$ cat src/include/pdp_defs_defs.vh
// Register map, field positions and reset values of the port block
`ifndef PDP_DEFS_DEFS_VH
`define PDP_DEFS_DEFS_VH

// ----------------------------------------------------------------
// Register byte addresses
// ----------------------------------------------------------------
`define PDP_ADDR_W          8
`define PDP_OFS_D_LEVELS    8'h00
`define PDP_OFS_D_LATCH     8'h04
`define PDP_OFS_D_DIR       8'h08
`define PDP_OFS_PAD_CFG     8'h0C
`define PDP_OFS_PSP_CTRL    8'h10
`define PDP_OFS_C_LEVELS    8'h14
`define PDP_OFS_C_LATCH     8'h18
`define PDP_OFS_C_DIR       8'h1C
`define PDP_OFS_OD_SEL      8'h20
`define PDP_OFS_PERIPH_CFG  8'h24

// ----------------------------------------------------------------
// Field positions
// ----------------------------------------------------------------
`define PDP_BIT_PULLUP_CTRL 7
`define PDP_BIT_PSP_MODE    4
`define PDP_BIT_OD_CMP4     5
`define PDP_BIT_OD_SER1     0
`define PDP_BIT_CAN_REMAP   0
`define PDP_BIT_CMP4_EN     1
`define PDP_BIT_SER1_EN     2
`define PDP_BIT_SER1_SYNC   3
`define PDP_BIT_PIN7        7

// ----------------------------------------------------------------
// Reset values
// ----------------------------------------------------------------
`define PDP_RST_DIR         8'hFF
`define PDP_RST_LATCH       8'h00
`define PDP_RST_PAD_CFG     8'h80
`define PDP_RST_ZERO8       8'h00
`define PDP_RST_PERIPH      4'h0
`define PDP_RDATA_ZERO      32'h0000_0000

`endif

$ cat src/verilog/pdp_port_block.v
// Eight-bit bidirectional port D with port C pin 7 function mux
// Functional notes
// - Port D has 8 pins, each with a direction bit and a latch bit.
// - Each direction bit sets one pin only.
// - Any reset leaves all pins as inputs, drivers released.
// - Direction 0 drives latch out; direction 1 reads the pin level.
// - Pad configuration bit 7 set turns all port D pull-ups off.
// - A pin that is being driven never has its pull-up on.
// - Reset leaves all port D pull-ups disabled.
// - Control bit 4 makes port D an 8-bit parallel slave port.
// - In parallel slave mode pins carry data regardless of direction.
// - C7: compare unit output overrides with dir 0; capture with dir 1.
// - C7: serial sync data overrides with dir 1; async feeds receive.
// - C7 feeds CAN receive when remapped; direction must be 1.
// - Direction reads return stored value despite overrides.
`timescale 1ns/1ps
`include "pdp_defs_defs.vh"
module pdp_port_block #(
  parameter WIDTH = 8
) (
  input  wire             i_mclk,
  input  wire             i_reset_n,
  // APB slave
  input  wire             i_psel,
  input  wire             i_penable,
  input  wire             i_pwrite,
  input  wire [31:0]      i_paddr,
  input  wire [31:0]      i_pwdata,
  output wire [31:0]      o_prdata,
  output wire             o_pready,
  output wire             o_pslverr,
  // Port D pads
  input  wire [WIDTH-1:0] i_pd_pin,
  output wire [WIDTH-1:0] o_pd_out,
  output wire [WIDTH-1:0] o_pd_oe,
  output wire [WIDTH-1:0] o_pd_pullup,
  // Port C pads
  input  wire [WIDTH-1:0] i_pc_pin,
  output wire [WIDTH-1:0] o_pc_out,
  output wire [WIDTH-1:0] o_pc_oe,
  // Parallel slave data path
  input  wire             i_psp_drive,
  input  wire [WIDTH-1:0] i_psp_data,
  output wire [WIDTH-1:0] o_psp_data,
  output wire             o_psp_mode,
  // Port C pin 7 peripherals
  input  wire             i_cmp4_out,
  input  wire             i_serial1_sync_tx,
  input  wire             i_serial1_sync_data,
  output wire             o_cmp4_capture,
  output wire             o_serial1_receive,
  output wire             o_can_receive
);

  // ----------------------------------------------------------------
  // Registers
  // ----------------------------------------------------------------
  reg  [WIDTH-1:0] d_latch_q;
  reg  [WIDTH-1:0] d_dir_q;
  reg  [7:0]       pad_cfg_q;
  reg  [7:0]       psp_ctrl_q;
  reg  [WIDTH-1:0] c_latch_q;
  reg  [WIDTH-1:0] c_dir_q;
  reg  [7:0]       od_sel_q;
  reg  [3:0]       periph_q;
  reg  [31:0]      prdata_q;
  reg              pready_q;
  reg              pslverr_q;
  reg  [WIDTH-1:0] pd_out_q;
  reg  [WIDTH-1:0] pd_oe_q;
  reg  [WIDTH-1:0] pd_pu_q;
  reg  [WIDTH-1:0] pc_out_q;
  reg  [WIDTH-1:0] pc_oe_q;
  reg  [WIDTH-1:0] psp_data_q;
  reg              psp_mode_q;
  reg              cmp4_cap_q;
  reg              ser1_rx_q;
  reg              can_rx_q;

  wire [WIDTH-1:0] d_level;
  wire [WIDTH-1:0] c_level;
  wire [WIDTH-1:0] d_out_d;
  wire [WIDTH-1:0] d_oe_d;
  wire [WIDTH-1:0] d_pu_d;
  wire [WIDTH-1:0] c_out_d;
  wire [WIDTH-1:0] c_oe_d;
  wire [WIDTH-1:0] c_ovr_en;
  wire [WIDTH-1:0] c_ovr_data;
  wire [WIDTH-1:0] c_od;
  wire [WIDTH-1:0] d_mode_rep;
  wire [WIDTH-1:0] d_drv_rep;

  // ----------------------------------------------------------------
  // Pin input synchronisers
  // ----------------------------------------------------------------
  pdp_pin_sync #(.WIDTH(WIDTH)) u_sync_d (
    .i_mclk    (i_mclk),
    .i_reset_n (i_reset_n),
    .i_async   (i_pd_pin),
    .o_level   (d_level)
  );

  pdp_pin_sync #(.WIDTH(WIDTH)) u_sync_c (
    .i_mclk    (i_mclk),
    .i_reset_n (i_reset_n),
    .i_async   (i_pc_pin),
    .o_level   (c_level)
  );

  // ----------------------------------------------------------------
  // Port D output selection
  // ----------------------------------------------------------------
  wire psp_on  = psp_ctrl_q[`PDP_BIT_PSP_MODE];
  assign d_mode_rep = {WIDTH{psp_on}};
  assign d_drv_rep  = {WIDTH{i_psp_drive}};

  // Slave mode owns every pin; the direction bits are bypassed
  pdp_pad_mux #(.WIDTH(WIDTH)) u_mux_d (
    .i_dir        (d_dir_q),
    .i_latch      (d_latch_q),
    .i_ovr_en     (d_mode_rep),
    .i_ovr_data   (i_psp_data),
    .i_ovr_drive  (d_drv_rep),
    .i_open_drain ({WIDTH{1'b0}}),
    .i_pullup_off (pad_cfg_q[`PDP_BIT_PULLUP_CTRL]),
    .o_data       (d_out_d),
    .o_oe         (d_oe_d),
    .o_pullup     (d_pu_d)
  );

  // ----------------------------------------------------------------
  // Port C pin 7 function selection
  // ----------------------------------------------------------------
  wire c7_dir     = c_dir_q[`PDP_BIT_PIN7];
  wire ser1_on    = periph_q[`PDP_BIT_SER1_EN];
  wire ser1_sync  = periph_q[`PDP_BIT_SER1_SYNC];
  wire cmp4_on    = periph_q[`PDP_BIT_CMP4_EN];
  // Serial sync data needs direction 1, compare output direction 0
  wire ser1_drv   = ser1_on & ser1_sync & c7_dir & i_serial1_sync_tx;
  wire cmp4_drv   = cmp4_on & ~c7_dir;
  wire c7_ovr     = ser1_drv | cmp4_drv;
  wire c7_data    = ser1_drv ? i_serial1_sync_data : i_cmp4_out;
  wire c7_od      = ser1_drv ? od_sel_q[`PDP_BIT_OD_SER1]
                             : od_sel_q[`PDP_BIT_OD_CMP4];

  assign c_ovr_en   = {c7_ovr,  {(WIDTH-1){1'b0}}};
  assign c_ovr_data = {c7_data, {(WIDTH-1){1'b0}}};
  assign c_od       = {c7_od,   {(WIDTH-1){1'b0}}};

  pdp_pad_mux #(.WIDTH(WIDTH)) u_mux_c (
    .i_dir        (c_dir_q),
    .i_latch      (c_latch_q),
    .i_ovr_en     (c_ovr_en),
    .i_ovr_data   (c_ovr_data),
    .i_ovr_drive  (c_ovr_en),
    .i_open_drain (c_od),
    .i_pullup_off (1'b1),
    .o_data       (c_out_d),
    .o_oe         (c_oe_d),
    .o_pullup     ()
  );

  // ----------------------------------------------------------------
  // Registered pad and peripheral outputs
  // ----------------------------------------------------------------
  // One cycle of latency buys glitch-free pads
  always @(posedge i_mclk or negedge i_reset_n) begin
    if (!i_reset_n) begin
      pd_out_q   <= `PDP_RST_ZERO8;
      pd_oe_q    <= `PDP_RST_ZERO8;
      pd_pu_q    <= `PDP_RST_ZERO8;
      pc_out_q   <= `PDP_RST_ZERO8;
      pc_oe_q    <= `PDP_RST_ZERO8;
      psp_data_q <= `PDP_RST_ZERO8;
      psp_mode_q <= 1'b0;
      cmp4_cap_q <= 1'b0;
      ser1_rx_q  <= 1'b1;
      can_rx_q   <= 1'b1;
    end else begin
      pd_out_q   <= d_out_d;
      pd_oe_q    <= d_oe_d;
      pd_pu_q    <= d_pu_d;
      pc_out_q   <= c_out_d;
      pc_oe_q    <= c_oe_d;
      psp_data_q <= d_level;
      psp_mode_q <= psp_on;
      // Receive inputs idle high, capture idles low, when the pin is not given to the unit
      cmp4_cap_q <= cmp4_on & c7_dir & c_level[`PDP_BIT_PIN7];
      ser1_rx_q  <= ~(ser1_on & ~ser1_sync & c7_dir)
                    | c_level[`PDP_BIT_PIN7];
      can_rx_q   <= ~(periph_q[`PDP_BIT_CAN_REMAP] & c7_dir)
                    | c_level[`PDP_BIT_PIN7];
    end
  end

  // ----------------------------------------------------------------
  // APB slave: one wait state, then pready for one cycle
  // ----------------------------------------------------------------
  wire [7:0] addr   = i_paddr[`PDP_ADDR_W-1:0];
  wire       hi_hit = (i_paddr[31:`PDP_ADDR_W] == 24'h00_0000);
  wire       acc    = i_psel & i_penable & ~pready_q;
  wire       wr_go  = i_psel & i_penable & pready_q & i_pwrite;
  reg  [31:0] rd_d;
  reg         err_d;

  // Read mux and address check
  always @* begin
    rd_d  = `PDP_RDATA_ZERO;
    err_d = 1'b0;
    if (!hi_hit) begin
      err_d = 1'b1;
    end else if (addr == `PDP_OFS_D_LEVELS) begin
      rd_d[7:0] = d_level;
    end else if (addr == `PDP_OFS_D_LATCH) begin
      rd_d[7:0] = d_latch_q;
    end else if (addr == `PDP_OFS_D_DIR) begin
      rd_d[7:0] = d_dir_q;
    end else if (addr == `PDP_OFS_PAD_CFG) begin
      rd_d[7:0] = pad_cfg_q;
    end else if (addr == `PDP_OFS_PSP_CTRL) begin
      rd_d[7:0] = psp_ctrl_q;
    end else if (addr == `PDP_OFS_C_LEVELS) begin
      rd_d[7:0] = c_level;
    end else if (addr == `PDP_OFS_C_LATCH) begin
      rd_d[7:0] = c_latch_q;
    end else if (addr == `PDP_OFS_C_DIR) begin
      rd_d[7:0] = c_dir_q;
    end else if (addr == `PDP_OFS_OD_SEL) begin
      rd_d[7:0] = od_sel_q;
    end else if (addr == `PDP_OFS_PERIPH_CFG) begin
      rd_d[3:0] = periph_q;
    end else begin
      err_d = 1'b1;
    end
  end

  // Handshake and read data
  always @(posedge i_mclk or negedge i_reset_n) begin
    if (!i_reset_n) begin
      pready_q  <= 1'b0;
      pslverr_q <= 1'b0;
      prdata_q  <= `PDP_RDATA_ZERO;
    end else begin
      pready_q  <= acc;
      pslverr_q <= acc & err_d;
      if (acc && !i_pwrite) begin
        prdata_q <= rd_d;
      end
    end
  end

  // Register writes take effect at the completing edge
  always @(posedge i_mclk or negedge i_reset_n) begin
    if (!i_reset_n) begin
      d_latch_q  <= `PDP_RST_LATCH;
      d_dir_q    <= `PDP_RST_DIR;
      pad_cfg_q  <= `PDP_RST_PAD_CFG;
      psp_ctrl_q <= `PDP_RST_ZERO8;
      c_latch_q  <= `PDP_RST_LATCH;
      c_dir_q    <= `PDP_RST_DIR;
      od_sel_q   <= `PDP_RST_ZERO8;
      periph_q   <= `PDP_RST_PERIPH;
    end else if (wr_go && hi_hit) begin
      if (addr == `PDP_OFS_D_LEVELS || addr == `PDP_OFS_D_LATCH) begin
        d_latch_q <= i_pwdata[7:0];
      end else if (addr == `PDP_OFS_D_DIR) begin
        d_dir_q <= i_pwdata[7:0];
      end else if (addr == `PDP_OFS_PAD_CFG) begin
        pad_cfg_q <= i_pwdata[7:0];
      end else if (addr == `PDP_OFS_PSP_CTRL) begin
        psp_ctrl_q <= i_pwdata[7:0];
      end else if (addr == `PDP_OFS_C_LEVELS ||
                   addr == `PDP_OFS_C_LATCH) begin
        c_latch_q <= i_pwdata[7:0];
      end else if (addr == `PDP_OFS_C_DIR) begin
        c_dir_q <= i_pwdata[7:0];
      end else if (addr == `PDP_OFS_OD_SEL) begin
        od_sel_q <= i_pwdata[7:0];
      end else if (addr == `PDP_OFS_PERIPH_CFG) begin
        periph_q <= i_pwdata[3:0];
      end
    end
  end

  // ----------------------------------------------------------------
  // Output wiring
  // ----------------------------------------------------------------
  assign o_prdata          = prdata_q;
  assign o_pready          = pready_q;
  assign o_pslverr         = pslverr_q;
  assign o_pd_out          = pd_out_q;
  assign o_pd_oe           = pd_oe_q;
  assign o_pd_pullup       = pd_pu_q;
  assign o_pc_out          = pc_out_q;
  assign o_pc_oe           = pc_oe_q;
  assign o_psp_data        = psp_data_q;
  assign o_psp_mode        = psp_mode_q;
  assign o_cmp4_capture    = cmp4_cap_q;
  assign o_serial1_receive = ser1_rx_q;
  assign o_can_receive     = can_rx_q;

endmodule

$ cat src/verilog/pdp_pin_sync.v
// Three-stage pin synchroniser with agreement filter, one per bit
`timescale 1ns/1ps
module pdp_pin_sync #(
  parameter WIDTH = 8
) (
  input  wire             i_mclk,
  input  wire             i_reset_n,
  input  wire [WIDTH-1:0] i_async,
  output wire [WIDTH-1:0] o_level
);

  // ----------------------------------------------------------------
  // Per-bit chain
  // ----------------------------------------------------------------
  genvar g;
  generate
    for (g = 0; g < WIDTH; g = g + 1) begin : g_bit
      reg s1_q;
      reg s2_q;
      reg s3_q;
      reg lvl_q;
      // Stage one is read only by stage two; a change counts once
      // stages two and three agree, which masks a late settle
      always @(posedge i_mclk or negedge i_reset_n) begin
        if (!i_reset_n) begin
          s1_q  <= 1'b0;
          s2_q  <= 1'b0;
          s3_q  <= 1'b0;
          lvl_q <= 1'b0;
        end else begin
          s1_q <= i_async[g];
          s2_q <= s1_q;
          s3_q <= s2_q;
          if (s2_q == s3_q) begin
            lvl_q <= s3_q;
          end
        end
      end
      assign o_level[g] = lvl_q;
    end
  endgenerate

endmodule

$ cat src/verilog/pdp_pad_mux.v
// Per-pin output selection: override, latch, enable and pull-up
`timescale 1ns/1ps
module pdp_pad_mux #(
  parameter WIDTH = 8
) (
  input  wire [WIDTH-1:0] i_dir,
  input  wire [WIDTH-1:0] i_latch,
  input  wire [WIDTH-1:0] i_ovr_en,
  input  wire [WIDTH-1:0] i_ovr_data,
  input  wire [WIDTH-1:0] i_ovr_drive,
  input  wire [WIDTH-1:0] i_open_drain,
  input  wire             i_pullup_off,
  output wire [WIDTH-1:0] o_data,
  output wire [WIDTH-1:0] o_oe,
  output wire [WIDTH-1:0] o_pullup
);

  // ----------------------------------------------------------------
  // Pin cells
  // ----------------------------------------------------------------
  genvar g;
  generate
    for (g = 0; g < WIDTH; g = g + 1) begin : g_pin
      wire drv_on;
      wire dat;
      // Override takes the pin whatever the direction bit says
      assign drv_on = i_ovr_en[g] ? i_ovr_drive[g] : ~i_dir[g];
      assign dat    = i_ovr_en[g] ? i_ovr_data[g]  : i_latch[g];
      assign o_data[g] = dat;
      // Open drain only pulls low; a high is left to the board
      assign o_oe[g] = drv_on & ~(i_open_drain[g] & dat);
      // No pull-up while the pin is driven
      assign o_pullup[g] = ~i_pullup_off & ~drv_on;
    end
  endgenerate

endmodule

$ cat config.mk
export PLATFORM = sky130hd
export DESIGN_NAME = pdp_port_block
export DESIGN_NICKNAME = d
export VERILOG_FILES = /design/src/verilog/pdp_port_block.v /design/src/verilog/pdp_pin_sync.v /design/src/verilog/pdp_pad_mux.v
export VERILOG_INCLUDE_DIRS = /design/src /design/src/include
export SDC_FILE = /design/constraint.sdc
export NUM_CORES = 1
export LEC_CHECK = 0
export BUFFER_PORTS_ARGS = -buffer_cell sky130_fd_sc_hd__buf_2
export CORE_UTILIZATION = 25
export CTS_CLUSTER_SIZE = 40
export DETAILED_ROUTE_END_ITERATION = 7
export GPL_ROUTABILITY_DRIVEN = 0
export SLEW_MARGIN = 20
export SYNTH_ARGS = -nofsm -noshare
export SYNTH_HDL_FRONTEND = slang
export SYNTH_SLANG_ARGS = --single-unit
export TNS_END_PERCENT = 1
$ cat constraint.sdc
create_clock -name i_mclk -period 2.2 [get_ports i_mclk]
set_input_delay 0.44 -clock i_mclk [delete_from_list [all_inputs] [get_ports i_mclk]]
set_output_delay 0.44 -clock i_mclk [all_outputs]
set_load 0.02 [all_outputs]
==> results by group <==
Logic synthesis
  – Top-count cell post-synth: dfrtp_1
  – Ys async rst share: 1.00
  – XOR/XNOR Fraction of Synth Area: 0
  – Synth Flop Type: dfrtp_1
  – Sequential share of the synthesized area: 0.655
  – Synth cell count leaders: 167 x dfrtp_1, 80 x mux2_2, 27 x o21ai_0
  – Share of the synthesized area in the top cell type: 0.585
  – Compound-gate portion of the synthesized area: 0.0682
  – Synth warn: 0
  – Mux share of post-synthesis cell area: 0.135
  – Largest family of logic cells by synthesized area: multiplexers
  – Post-synthesis instance total: 518
  – Syn avg cell area: 13.8 sq um
  – Cell variety after synth: 46
  – Synth Cell Area: between 7000 and 8000 sq um
  – Yosys reg bits: about 190
  – Yosys top cell by area: dfrtp_1
  – Post-synth EDFFs: 0
  – Synth Area in Adders: 0.0224
  – Simple-gate share of the synthesized area: 0.0755
  – Top cells by area, synth: dfrtp_1 59%, mux2_2 13%, dfstp_2 7.0%, buf_4 2.5%, maj3_1 2.2%

Route
  – Per-cell routed wire length: approximately 16 um
  – DRT Pass-1 Iters: 4
  – DRC Markers: 0
  – Routed WL: 17700 um
  – Routed Antenna Nets: 0
  – Total number of vias: approximately 4600
  – Vias per Instance: approximately 4.3
  – Initial DRC count: ~220

Finish
  – Share of layout cells above drive strength 1: 0.448
  – Nets: a little under 800
  – Final std cells w/o fill: approximately 1100
  – P&R area growth vs syn: 28.3%
  – Design area: a little over 9000 sq um

Critical path
  – Buf/Inv on CP: 2
  – Slowest cell on the critical path: or4b_2
  – Flop-to-flop setup slack: between 0.5 and 0.6 ns
  – Critical path peak fanout: 5
  – Critical R2R Launch: o_pready
  – RR Endpoint: c_latch_q[0]
  – CP arrival: about 2.3 ns
  – Crit path kind: in -> reg
  – Worst Path Required: 2.51 ns
  – Worst path cell trace: buf_2, or4b_2, nor2_1, o21ai_0, a211oi_1, buf_4, o21ai_0
  – Crit-path leading delay family: simple AND/OR/NAND/NOR gates
  – CP max stage delay: a little over 0.7 ns
  – Crit path launch type: input port
  – Worst R2R Path Depth: 6
  – Worst path most repeated cell: o21ai_0
  – CP Capture Type: flop

Floorplan
  – Die Area: roughly 30000 sq um
  – Chip Width: 171 um
  – Initial Util: 0.256
  – Core ar.: between 20000 and 30000 sq um
  – Top Ports: 183
  – Die Y: 171 um
  – Rows: between 60 and 70

CTS
  – CTS Buf Count: 17
  – CTS clk-pin slew, worst paths: around 0.070 ns
  – CTS resizes: 0
  – CTS Buffer Depth: 2
  – Postcts setup bufs: 0
  – Root Buffer: clkbuf_16
  – Worst skew pair latency: 0.43 ns
  – CTS tree: done
  – H-tree Lvls: 4
  – Clk sinks: approximately 190
  – Hold buffers post-CTS: 1

Timing
  – RSZ-0062 raised after global routing: false
  – Period utilization: 0.886
  – Final Setup Violations: 0
  – Skew final: approximately 0.01 ns
  – Hold slack: 0.116 ns
  – Final number of max-transition violations: 0
  – Tmin final: between 1.5 and 2 ns
  – Max Fclk: 513 MHz
  – Hold Violations, Final: 0
  – Setup ws final: between 0.2 and 0.3 ns

Placement
  – Area after DPL: approximately 8500 sq um
  – Post-placement cell count: between 1000 and 1500
  – Dpl ws: -0.189 ns
  – Port Buffers: 134
  – DPL Wire Length: 13100 um

Worst hold path
  – Hold endpoint: u_sync_c.g_bit[5].s1_q
  – Hold_sp: i_pc_pin[5]
  – Hold Crit Depth: 1
  – Hold Path Class: in -> reg

Pwr
  – PnR Total Power: 7.08 mW
  – Pleak: between 4 and 5 nW
  – PD cells: 773 nW/um^2
  – Peak supply drop: 0.526 mV

Global route
  – Grt ovf: 0
  – Initial antenna violation count: 2
  – Largest net degree at the start of global routing: 59
  – Total GRT Usage: 0.126
  – First-pass GRT wire length: roughly 27000 um
  – Vias in the first global route: 4518

Flow run
  – Max-cap violations: 0

Outcome
  – Outcome: finished, final reports clean
-- worst reg2reg max path, stage by stage, from the launching register on --
cell	delay (ns)
dfrtp_1	0.35
nand4_1	0.19
nor3_2	0.16
buf_4	0.17
o2111a_1	0.22
buf_12	0.14
mux2_2	0.34
-- where the power goes --
part / internal, mW / switching, mW / leakage [nW] / total, mW
Clock: 1.79 / 1.32 / 0.287 / 3.11
Combinational: 0.149 / 0.258 / 1.68 / 0.407
Sequential: 3.51 / 0.0463 / 2.28 / 3.56
-- per-stage QoR --
step                      TNS (ns)  utilization
final                            0        0.328
after floorplan              -1.08            -
after CTS                        0        0.328
after global placement       -3.33        0.306
after global routing             0        0.328
after detailed placement     -5.66        0.306
-- cell type report --
| cell class | count | area (sq um) |
|---|---|---|
| Tap cell | 378 | 473 |
| Fill cell | 2833 | 18800 |
| Antenna cell | 2 | 5.00 |
| Clock buffer | 18 | 429 |
| Multi-Input combinational cell | 297 | 2240 |
| Sequential cell | 186 | 4680 |
| Timing Repair Buffer | 179 | 1120 |
| Inverter | 12 | 45.0 |
| Clock inverter | 14 | 171 |
-- placed cells by master, fill, tap and decap left out, types with 2 or more instances in the layout --
master / Yosys / final
a221oi_1: 3 / 3
a22oi_1: 6 / 6
inv_6: 0 / 2
clkinv_2: 0 / 3
buf_4: 24 / 36
buf_12: 0 / 8
clkinv_4: 0 / 3
o21ai_0: 27 / 27
mux2_2: 80 / 80
diode_2: 0 / 2
dfstp_2: 19 / 19
maj3_1: 16 / 16
conb_1: 1 / 24
nand4_1: 6 / 6
nor2_1: 20 / 20
inv_1: 12 / 12
nand3_1: 6 / 6
or4_1: 2 / 2
nor2b_1: 4 / 4
clkinvlp_4: 0 / 3
o221ai_1: 6 / 6
dfrtp_1: 167 / 167
o22ai_1: 3 / 3
a21oi_1: 14 / 14
a32oi_1: 4 / 4
clkbuf_16: 0 / 17
mux2i_1: 6 / 6
nor3_1: 8 / 8
nor4_1: 11 / 11
nand2b_1: 7 / 7
buf_2: 3 / 133
nand2_1: 15 / 15
bufinv_16: 0 / 3
a2111oi_0: 4 / 4
a211oi_1: 2 / 2
or2_2: 3 / 3
or3_1: 3 / 3
nand3b_1: 2 / 2
-- how the worst max path moves through the flow --
stage	start	endpoint	cells after the start
floorplan	i_paddr[7]	d_latch_q[0]	6
global placement	i_paddr[7]	o_prdata[1]	7
detailed placement	i_paddr[7]	o_prdata[1]	7
CTS	i_paddr[7]	o_prdata[1]	7
global route	i_paddr[7]	o_prdata[2]	6
finish	i_paddr[7]	o_prdata[1]	7
-- routing by layer --
metal | part of all wire | GRT usage | vias up
li1 | - | - | 2180
met1 | 0.46 | 0.168 | 2319
met2 | 0.47 | 0.194 | 123
met3 | 0.060 | 0.0407 | 18
met4 | 0.011 | 0.0373 | 2
met5 | 0.00045 | 0 | -
-- cells by family (layout without fill, tap and decap cells) --
logic type	count (synthesis)	count (layout)
flip-flops	186	186
AND/OR/NAND/NOR	96	96
multiplexers	86	86
AO/OA/AOI/OAI	75	75
buffers and inverters	58	223
adder cells (fa/ha/maj)	16	16
other	1	26
(Power assumes the default switching activity.)
